`src/shared/autoneg_regs_pkg.sv`:
```
package autoneg_regs_pkg;

    // ==========================================================
    // Register indices and byte addresses (index times four).
    localparam int unsigned IDX_EXPANSION = 6;
    localparam int unsigned IDX_NP_TX = 7;
    localparam int unsigned IDX_NP_RX = 8;
    localparam int unsigned IDX_ROLE_TEST = 9;
    localparam logic [7:0] ADDR_EXPANSION = 8'(IDX_EXPANSION * 4);
    localparam logic [7:0] ADDR_NP_TX = 8'(IDX_NP_TX * 4);
    localparam logic [7:0] ADDR_NP_RX = 8'(IDX_NP_RX * 4);
    localparam logic [7:0] ADDR_ROLE_TEST = 8'(IDX_ROLE_TEST * 4);

    // ==========================================================
    // Field positions.
    localparam int unsigned EXP_PD_FAULT_BIT = 4;
    localparam int unsigned EXP_LP_NP_BIT = 3;
    localparam int unsigned EXP_NP_ABLE_BIT = 2;
    localparam int unsigned EXP_PAGE_RX_BIT = 1;
    localparam int unsigned EXP_LP_AN_BIT = 0;
    localparam int unsigned NP_NEXT_BIT = 15;
    localparam int unsigned NP_ACK_BIT = 14;
    localparam int unsigned NP_MSG_BIT = 13;
    localparam int unsigned NP_ACK2_BIT = 12;
    localparam int unsigned NP_TOGGLE_BIT = 11;
    localparam int unsigned NP_CODE_MSB = 10;
    localparam int unsigned CTL_TEST_MSB = 15;
    localparam int unsigned CTL_TEST_LSB = 13;
    localparam int unsigned CTL_MAN_EN_BIT = 12;
    localparam int unsigned CTL_MAN_VAL_BIT = 11;
    localparam int unsigned CTL_PORT_BIT = 10;
    localparam int unsigned CTL_FD_BIT = 9;
    localparam int unsigned CTL_HD_BIT = 8;

    // ==========================================================
    // Reset values and writable masks.
    localparam logic [15:0] NP_TX_RESET = 16'h2001;
    localparam logic [15:0] NP_RX_RESET = 16'h2000;
    localparam logic [15:0] NP_TX_WMASK = 16'hB7FF;
    localparam logic [2:0] TEST_MODE_RESET = 3'h0;
    localparam logic [4:0] ROLE_ADV_RESET = 5'h00;

    // ==========================================================
    // Test mode codes; codes above the distortion test are reserved.
    localparam logic [2:0] TEST_NORMAL = 3'h0;
    localparam logic [2:0] TEST_WAVEFORM = 3'h1;
    localparam logic [2:0] TEST_JITTER_MASTER = 3'h2;
    localparam logic [2:0] TEST_JITTER_SLAVE = 3'h3;
    localparam logic [2:0] TEST_DISTORTION = 3'h4;

    // ==========================================================
    // Strap defaults for bits 12:8, indexed by the mode pins.
    localparam logic [4:0] STRAP_MODE0 = 5'h03;
    localparam logic [4:0] STRAP_MODE1 = 5'h02;
    localparam logic [4:0] STRAP_MODE2 = 5'h1F;
    localparam logic [4:0] STRAP_MODE3 = 5'h13;
    localparam logic [1:0] STRAP_LOAD_CYCLE = 2'h2;

    // ==========================================================
    // Bus responses.
    localparam logic [1:0] RESP_OKAY = 2'h0;
    localparam logic [1:0] RESP_SLVERR = 2'h2;

endpackage

```
`src/hw/autoneg_nextpage_msctl_regs.sv`:
```
// Design decision made here: the AXI4-Lite register port.
`timescale 1ns/1ns
// Function
// (RULE1) Parallel detection fault latches expansion bit 4
// (RULE2) Bit 3 shows partner next-page ability
// (RULE3) Bit 2 shows local next-page ability
// (RULE4) Page received latches expansion bit 1
// (RULE5) Bit 0 shows partner negotiation ability
// (RULE6) Transmit page control bits are software writable
// (RULE7) Toggle bits are read-only, flip per page
// (RULE8) Transmit code field writable, resets to one
// (RULE9) Receive page word is read-only partner copy
// (RULE10) Message-page bit selects message or unformatted
// (RULE11) Three-bit test mode field, reserved codes refused
// (RULE12) Software warned: test modes with two masters
// (RULE13) Bit 12 enables manual role configuration
// (RULE14) Bit 11 manual role, active while enable 0
// (RULE15) Bit 10 port type, active while enable 0
// (RULE16) Bit 9 advertises gigabit full duplex
// (RULE17) Bit 8 advertises gigabit half duplex
// (RULE18) Bits 12:8 default from mode strap pins
// (RULE19) Local device has no next-page support
// (RULE20) Partner gigabit ability valid with page received
// (RULE21) Latched bits clear after read returns them
// (RULE22) Reserved bits read zero, writes ignored
module autoneg_nextpage_msctl_regs
    import autoneg_regs_pkg::*;
#(
    parameter int unsigned ADDR_W = 8,
    parameter bit NP_ABLE_LOCAL = 1'b0
) (
    input wire logic clk,                          // 20 MHz clock.
    input wire logic rst_n,                        // Asynchronous reset.
    input wire logic [ADDR_W-1:0] awaddr,          // Write address.
    input wire logic awvalid,                      // Write address valid.
    output logic awready,                          // Write address ready.
    input wire logic [31:0] wdata,                 // Write data.
    input wire logic [3:0] wstrb,                  // Write strobes.
    input wire logic wvalid,                       // Write data valid.
    output logic wready,                           // Write data ready.
    output logic [1:0] bresp,                      // Write response.
    output logic bvalid,                           // Write response valid.
    input wire logic bready,                       // Write response ready.
    input wire logic [ADDR_W-1:0] araddr,          // Read address.
    input wire logic arvalid,                      // Read address valid.
    output logic arready,                          // Read address ready.
    output logic [31:0] rdata,                     // Read data.
    output logic [1:0] rresp,                      // Read response.
    output logic rvalid,                           // Read data valid.
    input wire logic rready,                       // Read data ready.
    input wire logic [1:0] mode_config_pins,       // Mode strap pins.
    input wire logic par_det_fault,                // Parallel detection fault.
    input wire logic lp_next_page_able,            // Partner next-page ability.
    input wire logic lp_autoneg_able,              // Partner negotiation ability.
    input wire logic page_received,                // New page pulse.
    input wire logic [15:0] rx_page_word,          // Received page word.
    input wire logic tx_page_sent,                 // Local page sent pulse.
    output logic [15:0] tx_page_word,              // Page word to send.
    output logic [2:0] test_mode,                  // Active test mode.
    output logic manual_enable,                    // Manual role enable.
    output logic manual_master,                    // Manual role value.
    output logic multiport,                        // Port type.
    output logic adv_1000_fd,                      // Advertise gigabit full duplex.
    output logic adv_1000_hd,                      // Advertise gigabit half duplex.
    output logic lp_ability_valid                  // Partner gigabit bits valid.
);

    if (ADDR_W < 8) begin : gen_addr_check
        $error("ADDR_W must be at least 8");
    end

    // ==========================================================
    // Bus handshake: address and data are taken together.
    logic awready_reg, bvalid_reg, arready_reg, rvalid_reg;
    logic [1:0] bresp_reg, rresp_reg;
    logic [31:0] rdata_reg;
    wire wr_take = awvalid & wvalid & awready_reg;
    wire rd_take = arvalid & arready_reg;
    wire [7:0] wa = awaddr[7:0];
    wire [7:0] ra = araddr[7:0];
    wire wa_high_zero = (awaddr >> 8) == '0;
    wire ra_high_zero = (araddr >> 8) == '0;
    wire wr_np_tx = wr_take & wa_high_zero & (wa == ADDR_NP_TX);
    wire wr_ctl = wr_take & wa_high_zero & (wa == ADDR_ROLE_TEST);
    wire wr_hit = wr_take & wa_high_zero & (wa == ADDR_EXPANSION || wa == ADDR_NP_TX ||
                                            wa == ADDR_NP_RX || wa == ADDR_ROLE_TEST);
    wire rd_exp = rd_take & ra_high_zero & (ra == ADDR_EXPANSION);
    wire rd_hit = ra_high_zero & (ra == ADDR_EXPANSION || ra == ADDR_NP_TX ||
                                  ra == ADDR_NP_RX || ra == ADDR_ROLE_TEST);
    wire awready_next = awvalid & wvalid & ~awready_reg & ~bvalid_reg;
    wire bvalid_next = wr_take | (bvalid_reg & ~bready);
    wire arready_next = arvalid & ~arready_reg & ~rvalid_reg;
    wire rvalid_next = rd_take | (rvalid_reg & ~rready);

    always_ff @(posedge clk or negedge rst_n) begin
        if (!rst_n) begin
            awready_reg <= 1'b0;
            bvalid_reg <= 1'b0;
            bresp_reg <= RESP_OKAY;
            arready_reg <= 1'b0;
            rvalid_reg <= 1'b0;
            rresp_reg <= RESP_OKAY;
        end else begin
            awready_reg <= awready_next;
            bvalid_reg <= bvalid_next;
            arready_reg <= arready_next;
            rvalid_reg <= rvalid_next;
            if (wr_take) begin
                bresp_reg <= wr_hit ? RESP_OKAY : RESP_SLVERR;
            end
            if (rd_take) begin
                rresp_reg <= rd_hit ? RESP_OKAY : RESP_SLVERR;
            end
        end
    end

    // ==========================================================
    // Strap capture: two-stage sync, loaded once after release.
    logic [1:0] strap_meta_reg, strap_sync_reg, settle_reg;
    logic strap_done_reg;
    wire strap_load = ~strap_done_reg & (settle_reg == STRAP_LOAD_CYCLE);
    wire [4:0] strap_value = (strap_sync_reg == 2'h0) ? STRAP_MODE0 :
                             (strap_sync_reg == 2'h1) ? STRAP_MODE1 :
                             (strap_sync_reg == 2'h2) ? STRAP_MODE2 : STRAP_MODE3;

    always_ff @(posedge clk or negedge rst_n) begin
        if (!rst_n) begin
            strap_meta_reg <= 2'h0;
            strap_sync_reg <= 2'h0;
            settle_reg <= 2'h0;
            strap_done_reg <= 1'b0;
        end else begin
            strap_meta_reg <= mode_config_pins;
            strap_sync_reg <= strap_meta_reg;
            if (!strap_done_reg) begin
                settle_reg <= settle_reg + 2'h1;
            end
            if (strap_load) begin
                strap_done_reg <= 1'b1;
            end
        end
    end

    // ==========================================================
    // Expansion status: latched and live bits.
    logic pd_fault_reg, page_rx_reg, lp_np_reg, lp_an_reg;
    wire pd_fault_next = par_det_fault | (pd_fault_reg & ~rd_exp);   // see (RULE1) see (RULE21)
    wire page_rx_next = page_received | (page_rx_reg & ~rd_exp);     // see (RULE4) see (RULE21)

    always_ff @(posedge clk or negedge rst_n) begin
        if (!rst_n) begin
            pd_fault_reg <= 1'b0;
            page_rx_reg <= 1'b0;
            lp_np_reg <= 1'b0;
            lp_an_reg <= 1'b0;
        end else begin
            pd_fault_reg <= pd_fault_next;
            page_rx_reg <= page_rx_next;
            lp_np_reg <= lp_next_page_able;                           // see (RULE2)
            lp_an_reg <= lp_autoneg_able;                             // see (RULE5)
        end
    end

    // ==========================================================
    // Next-page words and toggle bits.
    logic [15:0] np_tx_reg, np_rx_reg;
    logic tx_toggle_reg;
    wire [15:0] lane_mask = {{8{wstrb[1]}}, {8{wstrb[0]}}};
    wire [15:0] tx_wmask = NP_TX_WMASK & lane_mask;
    wire [15:0] np_tx_next = wr_np_tx ? ((np_tx_reg & ~tx_wmask) | (wdata[15:0] & tx_wmask)) :
                             np_tx_reg;                               // see (RULE6) see (RULE8) see (RULE22)

    always_ff @(posedge clk or negedge rst_n) begin
        if (!rst_n) begin
            np_tx_reg <= NP_TX_RESET;
            np_rx_reg <= NP_RX_RESET;
            tx_toggle_reg <= 1'b0;
        end else begin
            np_tx_reg <= np_tx_next;
            if (page_received) begin
                np_rx_reg <= rx_page_word;                            // see (RULE9) see (RULE7)
            end
            if (tx_page_sent) begin
                tx_toggle_reg <= ~tx_toggle_reg;                      // see (RULE7)
            end
        end
    end

    // ==========================================================
    // Role and test control.
    logic [2:0] test_reg;
    logic [4:0] role_reg;
    logic man_master_reg, multiport_reg;
    wire [7:0] ctl_lane = wstrb[1] ? wdata[15:8] : {test_reg, role_reg};
    wire [2:0] test_wr = ctl_lane[7:5];
    wire [2:0] test_next = !wr_ctl ? test_reg :
                           (test_wr > TEST_DISTORTION) ? TEST_NORMAL : test_wr;   // see (RULE11)
    wire [4:0] role_next = strap_load ? strap_value :                            // see (RULE18)
                           wr_ctl ? ctl_lane[4:0] : role_reg;         // see (RULE13) see (RULE16) see (RULE17)
    wire en_next = role_next[CTL_MAN_EN_BIT - CTL_HD_BIT];

    always_ff @(posedge clk or negedge rst_n) begin
        if (!rst_n) begin
            test_reg <= TEST_MODE_RESET;
            role_reg <= ROLE_ADV_RESET;
            man_master_reg <= 1'b0;
            multiport_reg <= 1'b0;
        end else begin
            test_reg <= test_next;
            role_reg <= role_next;
            man_master_reg <= role_next[CTL_MAN_VAL_BIT - CTL_HD_BIT] & ~en_next;   // see (RULE14)
            multiport_reg <= role_next[CTL_PORT_BIT - CTL_HD_BIT] & ~en_next;       // see (RULE15)
        end
    end

    // ==========================================================
    // Read data.
    wire [15:0] exp_word = {11'h000, pd_fault_reg, lp_np_reg, NP_ABLE_LOCAL,
                            page_rx_reg, lp_an_reg};                  // see (RULE3) see (RULE19)
    wire [15:0] tx_word = {np_tx_reg[NP_NEXT_BIT], 1'b0, np_tx_reg[NP_MSG_BIT:NP_ACK2_BIT],
                           tx_toggle_reg, np_tx_reg[NP_CODE_MSB:0]};  // see (RULE10)
    wire [15:0] ctl_word = {test_reg, role_reg, 8'h00};
    wire [15:0] rd_word = !ra_high_zero ? 16'h0000 :
                          (ra == ADDR_EXPANSION) ? exp_word :
                          (ra == ADDR_NP_TX) ? tx_word :
                          (ra == ADDR_NP_RX) ? np_rx_reg :
                          (ra == ADDR_ROLE_TEST) ? ctl_word : 16'h0000;   // see (RULE22)

    always_ff @(posedge clk or negedge rst_n) begin
        if (!rst_n) begin
            rdata_reg <= 32'h00000000;
        end else if (rd_take) begin
            rdata_reg <= {16'h0000, rd_word};
        end
    end

    // ==========================================================
    // Outputs.
    assign awready = awready_reg;
    assign wready = awready_reg;
    assign bvalid = bvalid_reg;
    assign bresp = bresp_reg;
    assign arready = arready_reg;
    assign rvalid = rvalid_reg;
    assign rresp = rresp_reg;
    assign rdata = rdata_reg;
    assign tx_page_word = tx_word;
    assign test_mode = test_reg;
    assign manual_enable = role_reg[CTL_MAN_EN_BIT - CTL_HD_BIT];
    assign manual_master = man_master_reg;
    assign multiport = multiport_reg;
    assign adv_1000_fd = role_reg[CTL_FD_BIT - CTL_HD_BIT];
    assign adv_1000_hd = role_reg[CTL_HD_BIT - CTL_HD_BIT];
    assign lp_ability_valid = page_rx_reg;                            // see (RULE20)
endmodule

```
`config.mk`:
```
export PLATFORM = sky130hd
export DESIGN_NAME = autoneg_nextpage_msctl_regs
export DESIGN_NICKNAME = d
export VERILOG_FILES = /design/src/shared/autoneg_regs_pkg.sv /design/src/hw/autoneg_nextpage_msctl_regs.sv
export SDC_FILE = /design/constraint.sdc
export NUM_CORES = 1
export LEC_CHECK = 0
export BUFFER_PORTS_ARGS = -buffer_cell sky130_fd_sc_hd__buf_2
export CORE_MARGIN = 4
export CORE_UTILIZATION = 37
export CTS_CLUSTER_DIAMETER = 50
export CTS_CLUSTER_SIZE = 20
export DETAILED_ROUTE_END_ITERATION = 12
export PLACE_DENSITY = 0.65
export REMOVE_ABC_BUFFERS = 1
export SLEW_MARGIN = 40
export SYNTH_ARGS = -nofsm -noshare
export SYNTH_HDL_FRONTEND = slang
export SYNTH_SLANG_ARGS = --single-unit
export TNS_END_PERCENT = 50
```
`constraint.sdc`:
```
create_clock -name clk -period 2 [get_ports clk]
set_input_delay 0.5 -clock clk [delete_from_list [all_inputs] [get_ports clk]]
set_output_delay 0.5 -clock clk [all_outputs]
set_load 0.05 [all_outputs]
```
==> results of run 1 <==
==> area by class of cell <==
class | count | share of cell area [%]
inverter | 4 | 0.3646
clock buffer | 9 | 3.008
multi-input combinational | 176 | 30.84
tap | 108 | 3.282
sequential | 74 | 45.06
timing repair buffer | 121 | 15.74
clock inverter | 7 | 1.702
==> metal layers <==
metal  track usage (%)  share of wire, %  up-vias
met3             3.003               7.4       10
met1             19.34                44     1165
met4             6.054               1.5        0
met2             23.49                47       93
met5                 0                 0        -
li1                  -                 -     1151
==> metrics by stage <==
stage	setup WS [ps]	instances	hold slack [ps]	area [sq um]
3_3_place_gp	85.62	483	335.7	3924
4_1_cts	337.6	499	144.5	4118
2_1_floorplan	-258.6	254	204.4	3141
5_1_grt	319.9	499	164.1	4118
6_report	356.6	499	136.8	4118
3_5_place_dp	83.02	483	338.6	3924
==> cells by family after synthesis <==
group	after synthesis	share of synthesized area [%]
flops	74	56.30
simple gates	66	11.43
compound gates	44	9.226
mux	44	14.81
buf+inv	38	7.213
xor+xnor	2	0.5316
fa+ha+maj	1	0.3796
other cells	1	0.1138
==> worst max path at each step <==
stage,start,endpoint,slack [ps],cells past startpoint
after floorplan,awready,multiport,-260,4
after global placement,awaddr[1],multiport,90,5
after detailed placement,awaddr[1],multiport,80,5
after CTS,register,tx_page_word[0],340,1
after global routing,register,tx_page_word[0],320,1
final,register,tx_page_word[13],360,1
==> power by group through the flow <==
stage          logic [mW]  registers (mW)  clock network [mW]
6_report            0.675            1.67                1.14
5_1_grt             0.726            1.69                1.24
4_1_cts             0.685            1.67                1.17
3_5_place_dp        0.684            1.70                   0
3_3_place_gp        0.676            1.70                   0
2_1_floorplan       0.214            1.93                   0
==> cells in the mapped netlist, drive strengths merged <==
master,number
clkbuf,6
xor2,1
o21bai,1
a21o,2
o21a,1
dfstp,3
nand4,1
dfrtp,71
ha,1
xnor2,1
o21ai,10
or3b,2
a22o,3
and3b,4
nand3b,2
nand2b,2
o211ai,5
conb,1
and3,1
nor2,18
mux2,38
nor4,2
and4,1
nor2b,1
buf,28
mux2i,6
a21oi,7
nor3,3
nand2,14
a22oi,8
or2,1
inv,4
a221oi,7
nand3,8
nor3b,3
and2,3
==> metrics.md, run 1 <==
| Metric | Value |
|---|---|
| Status | `completed` |
| Worst R2R Path Depth | `5` |
| Critical Path, Cell by Cell | `buf_2` |
| Wire length per cell after detailed routing | `15.05 um` |
| Relative contribution of combinational cells to total power | `19.4%` |
| Filler instances | `850` |
| H-tree depth reported by CTS | `3` |
| Vias in the first global route | `2,388` |
| HPWL Detailed | `5789 um` |
| Crit path buffers/inverters | `1` |
| Number of antenna diodes | `0` |
| Die area | `10,480 sq um` |
| Share of total power in the clock network | `32.7%` |
| Port buffer count | `110` |
| Starting utilization of the core area | `37.98%` |
| Top delay family on crit path | `flip-flops` |
| Routability congestion estimate | `0.7335` |
| Part of the total power dissipated in sequential elements | `47.9%` |
| Setup TNS | `0 ps` |
| Static leakage | `a little over 2 nW` |
| ANT nets after route | `0` |
| Maximum number of buffers from clock root to sink | `2` |
| Unrepaired setup endpoints after global routing | `false` |
| Sw Ratio | `32.09%` |
| Clock tree from TritonCTS | `built` |
| Register Area | `~1900 sq um` |
| Crit. End Element | `primary output` |
| Area share of the largest cell type after synthesis | `53.91%` |
| First-iteration detailed-routing DRC count | `74` |
| Global-route wire length before repair | `11,790 um` |
| Number of buffers inserted to repair setup after CTS | `0` |
| Worst clock skew on the final layout | `9.037 ps` |
| Initial DRT Pass Iterations | `4` |
| Number of distinct library cells after synthesis | `44` |
| Total grt overflow | `0` |
| Layout Area Growth over Synthesis | `24.94%` |
| Ranking of synthesized cells by area | `dfrtp_1 (54%), mux2_2 (13%), buf_4 (5.0%)` |
| Worst skew pair latency | `between 300 and 400 ps` |
| Maximum Capacitance Violations | `0` |
| Critical Path AT | `1140 ps` |
| Overall Power | `between 3 and 4 mW` |
| Crit Path Category | `reg2out` |
| Transition time at the pin with the least slew margin | `540.9 ps` |
| Min-delay worst type | `in2async` |
| Register-to-Register Setup Slack | `between 400 and 500 ps` |
| Beginning of the worst register-to-register path | `awready` |
| Power density normalized to cell area | `846.0 nW/um^2` |
| Number of antenna violations at the first check in global routing | `0` |
| Layout cells sized above 1 | `47.57%` |
| Final Setup Violations | `0` |
| Achievable frequency | `0.6085 GHz` |
| Max-slew headroom | `63.94%` |
| Pin count of the biggest net entering global routing | `41` |
| Yosys warning count | `0` |
| Residual DRC | `0` |
| Top-Level Pins | `around 150` |
| Critical Path Max Stage Delay | `550 ps` |
| Switching power total | `1.118 mW` |
| Cell at the root of the clock tree | `clkbuf_8` |
| Avg Vias per Cell | `approximately 4.8` |
| Die outline height | `102.4 um` |
| Worst-case vdd ir drop | `372.0 uV` |
| Leading area contributor after synthesis | `dfrtp_1` |
| Core area | `between 8000 and 9000 sq um` |
| Number of buffers inserted during clock tree synthesis | `9` |
| Share of the clock period used by the worst path | `82.17%` |
| Hold buffer count at CTS | `0` |
| Setup crit start kind | `register` |
| Average instance area after synthesis | `12.21 sq um` |
| CP max FO | `3` |
| Die X | `102.4 um` |
| Resized Gates After CTS | `0` |
| Max-slew violation total from the final report | `0` |
| Clock edge transition at the registers on the reported setup and hold paths | `~80 ps` |
| Most frequent cells in the layout | `buf_2 (109), dfrtp_1 (71), mux2_2 (38)` |
| Wirelength, routed | `7511 um` |
| Time the final worst path needs with I/O delays and setup | `1643 ps` |
| Critical path data required time | `~1500 ps` |
| Commonest non-fill, non-tap cell in the layout | `buf_2` |
| Total number of vias | `2,419` |
| Proportion of synthesized chip area in sequential cells | `56.30%` |
| Post-Syn Instances | `270` |
| Final hold violations | `0` |
| Slowest stage cell, crit path | `dfstp_2` |
| Mapped cell area | `about 3300 sq um` |
| Area of the multi-input gates | `~1300 sq um` |
| Internal Dissipation | `2.366 mW` |
| GRT Overall Usage | `between 10 and 15%` |
| Row Count | `34` |
| Number of nets in the finished design | `469` |
| Post-layout util | `47.45%` |
| Synthesis-stage register bit count | `74` |
| Total clock sinks | `74` |
(Power assumes the default switching activity.)
==> run 2: changes to the inputs <==
--- a/config.mk
+++ b/config.mk
@@ -11,7 +11,7 @@
 export CTS_CLUSTER_DIAMETER = 50
 export CTS_CLUSTER_SIZE = 20
 export DETAILED_ROUTE_END_ITERATION = 12
-export PLACE_DENSITY = 0.65
+export PLACE_DENSITY = 0.68
 export REMOVE_ABC_BUFFERS = 1
 export SLEW_MARGIN = 40
 export SYNTH_ARGS = -nofsm -noshare
==> constraint.sdc (replaced) <==
create_clock -name clk -period 1.36 [get_ports clk]
set_input_delay 0.34 -clock clk [delete_from_list [all_inputs] [get_ports clk]]
set_output_delay 0.34 -clock clk [all_outputs]
set_load 0.05 [all_outputs]
==> run 2 against run 1 <==
  * The run now ends with negative setup slack left
  * Highest routed layer unchanged
  * Sequential share of layout area decreased by 3.7 points
  * Power rose by 57%
  * Routed wire length up 7.3%
  * Cell count increased by 3.0%
  * Non-clock buffer count up 15
  * Critical path depth stayed put
  * Count of clock-buffer cells in the layout increased by 3
==> metrics.md, run 2 (synthesized netlist as in run 1, its figures left out) <==
| Metric | Value |
|---|---|
| Status | `finished with violations` |
| Failing checks | `negative setup slack` |
| Row Count | `34` |
| CP max FO | `2` |
| Post-placement cell count | `494` |
| Residual DRC | `0` |
| GRT Overall Usage | `between 10% and 20%` |
| Critical path endpoint | `tx_page_word[13]` |
| Wirelength, routed | `around 8100 um` |
| Commonest non-fill, non-tap cell in the layout | `buf_2` |
| Number of buffers inserted during clock tree synthesis | `9` |
| Unrepaired setup endpoints after global routing | `true` |
| First-iteration detailed-routing DRC count | `31` |
| Worst skew pair latency | `340 ps` |
| Global-route wire length before repair | `around 12,000 um` |
| Starting utilization of the core area | `37.98%` |
| Min-delay worst type | `in2async` |
| Max-slew violation total from the final report | `0` |
| ANT nets after route | `0` |
| Achievable frequency | `0.7187 GHz` |
| Register-to-Register Setup Slack | `-30 ps` |
| Die X | `between 100 and 150 um` |
| Worst R2R Path Depth | `5` |
| Worst-case vdd ir drop | `457.8 uV` |
| Avg Vias per Cell | `slightly below 5` |
| Clock tree from TritonCTS | `built` |
| Crit path buffers/inverters | `1` |
| Clock edge transition at the registers on the reported setup and hold paths | `around 80 ps` |
| Cell at the root of the clock tree | `clkbuf_8` |
| Worst slack at placement | `-368.0 ps` |
| Die area | `10,480 sq um` |
| Initial DRT Pass Iterations | `4` |
| Crit. End Element | `primary output` |
| Number of antenna violations at the first check in global routing | `0` |
| Critical path data required time | `~1000 ps` |
| Maximum Capacitance Violations | `0` |
| Number of nets in the finished design | `484` |
| Routability congestion estimate | `0.7471` |
| Top-Level Pins | `148` |
| Layout Area Growth over Synthesis | `36.22%` |
| Time the final worst path needs with I/O delays and setup | `1391 ps` |
| Crit Path Category | `reg2out` |
| Total clock sinks | `74` |
| Worst clock skew on the final layout | `6.600 ps` |
| HPWL Detailed | `~6000 um` |
| Post-route setup slack | `-31.46 ps` |
| Final Setup Violations | `9` |
| Static leakage | `2.210 nW` |
| Critical Path, Cell by Cell | `buf_8` |
| Number of standard cells in the layout, taps in and fillers out | `514` |
| Total grt overflow | `0` |
| Total number of vias | `2,522` |
| Hold buffer count at CTS | `0` |
| Final hold violations | `0` |
| Share of the clock period used by the worst path | `102.3%` |
| H-tree depth reported by CTS | `3` |
| Setup crit start kind | `register` |
| Path length in cells of the critical path | `1` |
| Number of antenna diodes | `0` |
| Vias in the first global route | `~2,500` |
| Power density normalized to cell area | `1216 nW/um^2` |
| Layout cells sized above 1 | `50.49%` |
| Maximum number of buffers from clock root to sink | `2` |
| Beginning of the worst register-to-register path | `awready` |
| Overall Power | `5.459 mW` |
| Die outline height | `102.4 um` |
| Wire length per cell after detailed routing | `15.68 um` |
| Most frequent cells in the layout | `buf_2 (84), dfrtp_1 (70), mux2_2 (38)` |
| Critical Path Max Stage Delay | `570 ps` |
| Pin count of the biggest net entering global routing | `between 70 and 80` |
| Top delay family on crit path | `flip-flops` |
| Core area | `8678 sq um` |
| Port buffer count | `110` |
| Critical Path AT | `1050 ps` |
| Post-layout util | `51.73%` |
| Slowest stage cell, crit path | `dfstp_2` |
-- run 2: changes by cell type in the layout (fill, tap and decap cells not counted), moves of 2 or more --
cell and delta:
buf_2 -25, buf_4 +15, clkbuf_4 +11, buf_6 +5
buf_12 +4, buf_8 +4, clkbuf_8 +2, clkinv_2 -2
nand3_4 +2
-- run 2: worst min-delay path by stage --
stage / startpoint / endpoint / slack [ps] / depth (start not counted)
2_1_floorplan: rst_n / asynchronous set/reset pin / 40 / 0
3_3_place_gp: strap_meta_reg[0] / strap_sync_reg[0] / 330 / 0
3_5_place_dp: strap_meta_reg[1] / strap_sync_reg[1] / 340 / 0
4_1_cts: rst_n / role_reg[4] / 10 / 2
5_1_grt: rst_n / manual_master / 20 / 2
6_report: rst_n / manual_master / 6 / 2
-- run 2: per-stage QoR --
step	hold WS (ps)	area [sq um]	TNS [ps]
after floorplan	44.41	3141	-18370
after global placement	334.7	4056	-9487
after detailed placement	340.1	4056	-10190
after CTS	14.02	4402	-279.4
after global routing	17.87	4489	-1166
final	5.755	4489	-169.7
-- run 2: area by class of cell --
cell class | count | area, sq um
Fill cell | 793 | 4189
Sequential cell | 74 | 1857
Multi-Input combinational cell | 176 | 1314
Timing Repair Buffer | 136 | 939.7
Clock buffer | 12 | 155.1
Tap cell | 108 | 135.1
Clock inverter | 4 | 73.82
Inverter | 4 | 15.01
-- run 2: worst register-to-register path, delay by kind of cell (launching register included) --
kind,cells,cell delay [ps]
flops,1,360
buf+inv,1,140
simple gates,3,510
mux,1,260
-- run 2: report_power, final --
part / total [mW] / internal [mW] / switching [mW]
Combinational: 1.07 / 0.332 / 0.738
Sequential: 2.46 / 2.36 / 0.0972
Clock: 1.93 / 1.14 / 0.797
-- run 2: what timing repair did --
action	in CTS	in global routing
buffers inserted	3	0
gates resized for setup	28	21
endpoints found under the setup margin	36	41
gates cloned	0	1
pin swaps	2	6
-- run 2: layer usage --
metal,global-route usage [%],vias up,wire (um),share of wire [%]
li1,-,1185,-,-
met1,20.35,1234,3547,44
met2,24.39,92,3829,48
met3,3.686,11,543,6.7
met4,5.651,0,136,1.7
met5,0,-,0,0
==> run 3: changes to the inputs <==
--- a/config.mk
+++ b/config.mk
@@ -7,12 +7,12 @@
 export LEC_CHECK = 0
 export BUFFER_PORTS_ARGS = -buffer_cell sky130_fd_sc_hd__buf_2
 export CORE_MARGIN = 4
-export CORE_UTILIZATION = 37
+export CORE_UTILIZATION = 30
 export CTS_CLUSTER_DIAMETER = 50
 export CTS_CLUSTER_SIZE = 20
 export DETAILED_ROUTE_END_ITERATION = 12
-export PLACE_DENSITY = 0.68
 export REMOVE_ABC_BUFFERS = 1
+export SETUP_SLACK_MARGIN = 0.5
 export SLEW_MARGIN = 40
 export SYNTH_ARGS = -nofsm -noshare
 export SYNTH_HDL_FRONTEND = slang
==> run 3 against run 2 <==
  * The run still ends with negative setup slack left
  * Count of clock-buffer cells in the layout shrank 1
  * Flip-flop and latch count did not move
  * Critical path depth unchanged
  * Maximum frequency decreased by 0.24%
  * Utilization is 2.5 points lower
  * First-iteration DRC count rose to 2.6 times the previous value
  * Combinational power rose by 30%
  * Non-clock buffer count up 29
  * Sequential share of layout area fell by 6.4 points
==> metrics.md, run 3 (synthesized netlist as in run 1, its figures left out) <==
| Metric | Value |
|---|---|
| Status | `finished with violations` |
| Failing checks | `negative setup slack` |
| Internal Dissipation | `between 4 and 5 mW` |
| Max-slew violation total from the final report | `0` |
| Maximum number of buffers from clock root to sink | `2` |
| GRT Overall Usage | `roughly 15%` |
| Final hold violations | `0` |
| Wirelength, routed | `slightly above 9000 um` |
| Time the final worst path needs with I/O delays and setup | `1395 ps` |
| Worst-case vdd ir drop | `approximately 650 uV` |
| Die X | `between 100 and 150 um` |
| Instance area after placement | `4141 sq um` |
| Clock edge transition at the registers on the reported setup and hold paths | `approximately 80 ps` |
| Crit. End Element | `primary output` |
| Worst skew pair latency | `340 ps` |
| Switching power total | `1.732 mW` |
| Avg Vias per Cell | `4.643` |
| Number of antenna violations at the first check in global routing | `0` |
| Initial DRT Pass Iterations | `4` |
| Overall Power | `about 6 mW` |
| Unrepaired setup endpoints after global routing | `true` |
| Min-delay worst type | `in2reg` |
| H-tree depth reported by CTS | `3` |
| Maximum Capacitance Violations | `0` |
| Achievable frequency | `0.7169 GHz` |
| Power density normalized to cell area | `1125 nW/um^2` |
| Relative contribution of combinational cells to total power | `23.2%` |
| Most frequent cells in the layout | `dfrtp_1 (69), buf_2 (58), buf_6 (57)` |
| Total grt overflow | `0` |
| Total clock sinks | `74` |
| Critical Path, Cell by Cell | `buf_8` |
| Share of the clock period used by the worst path | `102.6%` |
| Setup crit start kind | `register` |
| Layout Area Growth over Synthesis | `61.09%` |
| HPWL Detailed | `roughly 6300 um` |
| Slowest stage cell, crit path | `dfstp_2` |
| Total number of vias | `2,670` |
| Top delay family on crit path | `flip-flops` |
| Starting utilization of the core area | `30.54%` |
| CP max FO | `2` |
| Beginning of the worst register-to-register path | `awready` |
| Worst clock skew on the final layout | `approximately 7.9 ps` |
| Commonest non-fill, non-tap cell in the layout | `dfrtp_1` |
| Number of nets in the finished design | `513` |
| First-iteration detailed-routing DRC count | `80` |
| Final Setup Violations | `14` |
| Crit Path Category | `reg2out` |
| Post-route setup slack | `-34.84 ps` |
| Filler instances | `992` |
| Row Count | `38` |
| Hold Slack | `about 99 ps` |
| Global-route wire length before repair | `14,650 um` |
| Die outline height | `about 110 um` |
| Clock tree from TritonCTS | `built` |
| Top-Level Pins | `148` |
| Worst Hold Launch | `mode_config_pins[0]` |
| Cell at the root of the clock tree | `clkbuf_8` |
| Pin count of the biggest net entering global routing | `35` |
| Part of the total power dissipated in sequential elements | `41.5%` |
| Static leakage | `2.549 nW` |
| Residual DRC | `0` |
| Die area | `around 13,000 sq um` |
| Critical Path Max Stage Delay | `560 ps` |
| ANT nets after route | `0` |
| Number of antenna diodes | `0` |
| Wire length per cell after detailed routing | `16.24 um` |
| Critical path data required time | `1020 ps` |
| Routability congestion estimate | `0.7528` |
| Sw Ratio | `28.99%` |
| Share of total power in the clock network | `between 30% and 40%` |
| Critical Path AT | `1050 ps` |
| Vias in the first global route | `2,835` |
| Crit path buffers/inverters | `1` |
| Core area | `roughly 11,000 sq um` |
| Port buffer count | `110` |
| Number of buffers inserted during clock tree synthesis | `9` |
| Layout cells sized above 1 | `62.07%` |
| Layout Cell Area excl Fill | `5309 sq um` |
## run 3: path summary, 6_finish.rpt
path,endpoint,slack (ps),depth (start not counted)
max,tx_page_word[13],-30,1
min,strap_meta_reg[0],100,1
max reg2reg,register,-30,5
min reg2reg,strap_sync_reg[0],360,0
max in group asynchronous,asynchronous set/reset pin,540,3
min in group asynchronous,bresp[1],360,2
## run 3: final cells by class
cell class / count / area (sq um) / share of cell area, %
inverter: 4 / 15.01 / 0.2828
tap: 140 / 175.2 / 3.300
clock buffer: 11 / 151.4 / 2.852
clock inverter: 5 / 100.1 / 1.885
timing repair buffer: 165 / 1478 / 27.83
sequential: 74 / 1858 / 35.00
multi-input combinational: 176 / 1531 / 28.85
## run 3: power groups by stage
stage	clock (mW)	combinational, mW	sequential (mW)
floorplan	0	0.314	2.84
global placement	0	1.05	2.50
detailed placement	0	1.06	2.50
CTS	2.18	1.30	2.47
global route	2.29	1.46	2.49
finish	2.11	1.39	2.48
## run 3: per-stage QoR
stage / setup TNS, ps / utilization (%) / setup slack (ps) / std cells
final: -203.3 / 49.19 / -34.84 / 575
after global routing: -1182 / 49.19 / -83.89 / 575
after CTS: -504.0 / 47.55 / -57.97 / 564
after detailed placement: -11260 / 38.37 / -396.1 / 527
after global placement: -10110 / 38.37 / -363.3 / 527
after floorplan: -18370 / - / -898.6 / 254
## run 3: repair_timing
item                                    in CTS  in global routing
endpoints found under the setup margin     108                 99
endpoints found under the hold margin        7                  0
cloned                                       0                  0
hold buffers                                 1                  0
buffers inserted                            20                 11
gates resized for setup                    166                 22
pin swaps                                   48                 31
## run 3: routing by layer
layer	track usage (%)	vias up	wire length [um]
met4	5.929	0	138
met3	3.636	12	554
li1	-	1240	-
met5	0	-	0
met2	25.00	84	4862
met1	18.04	1334	3781
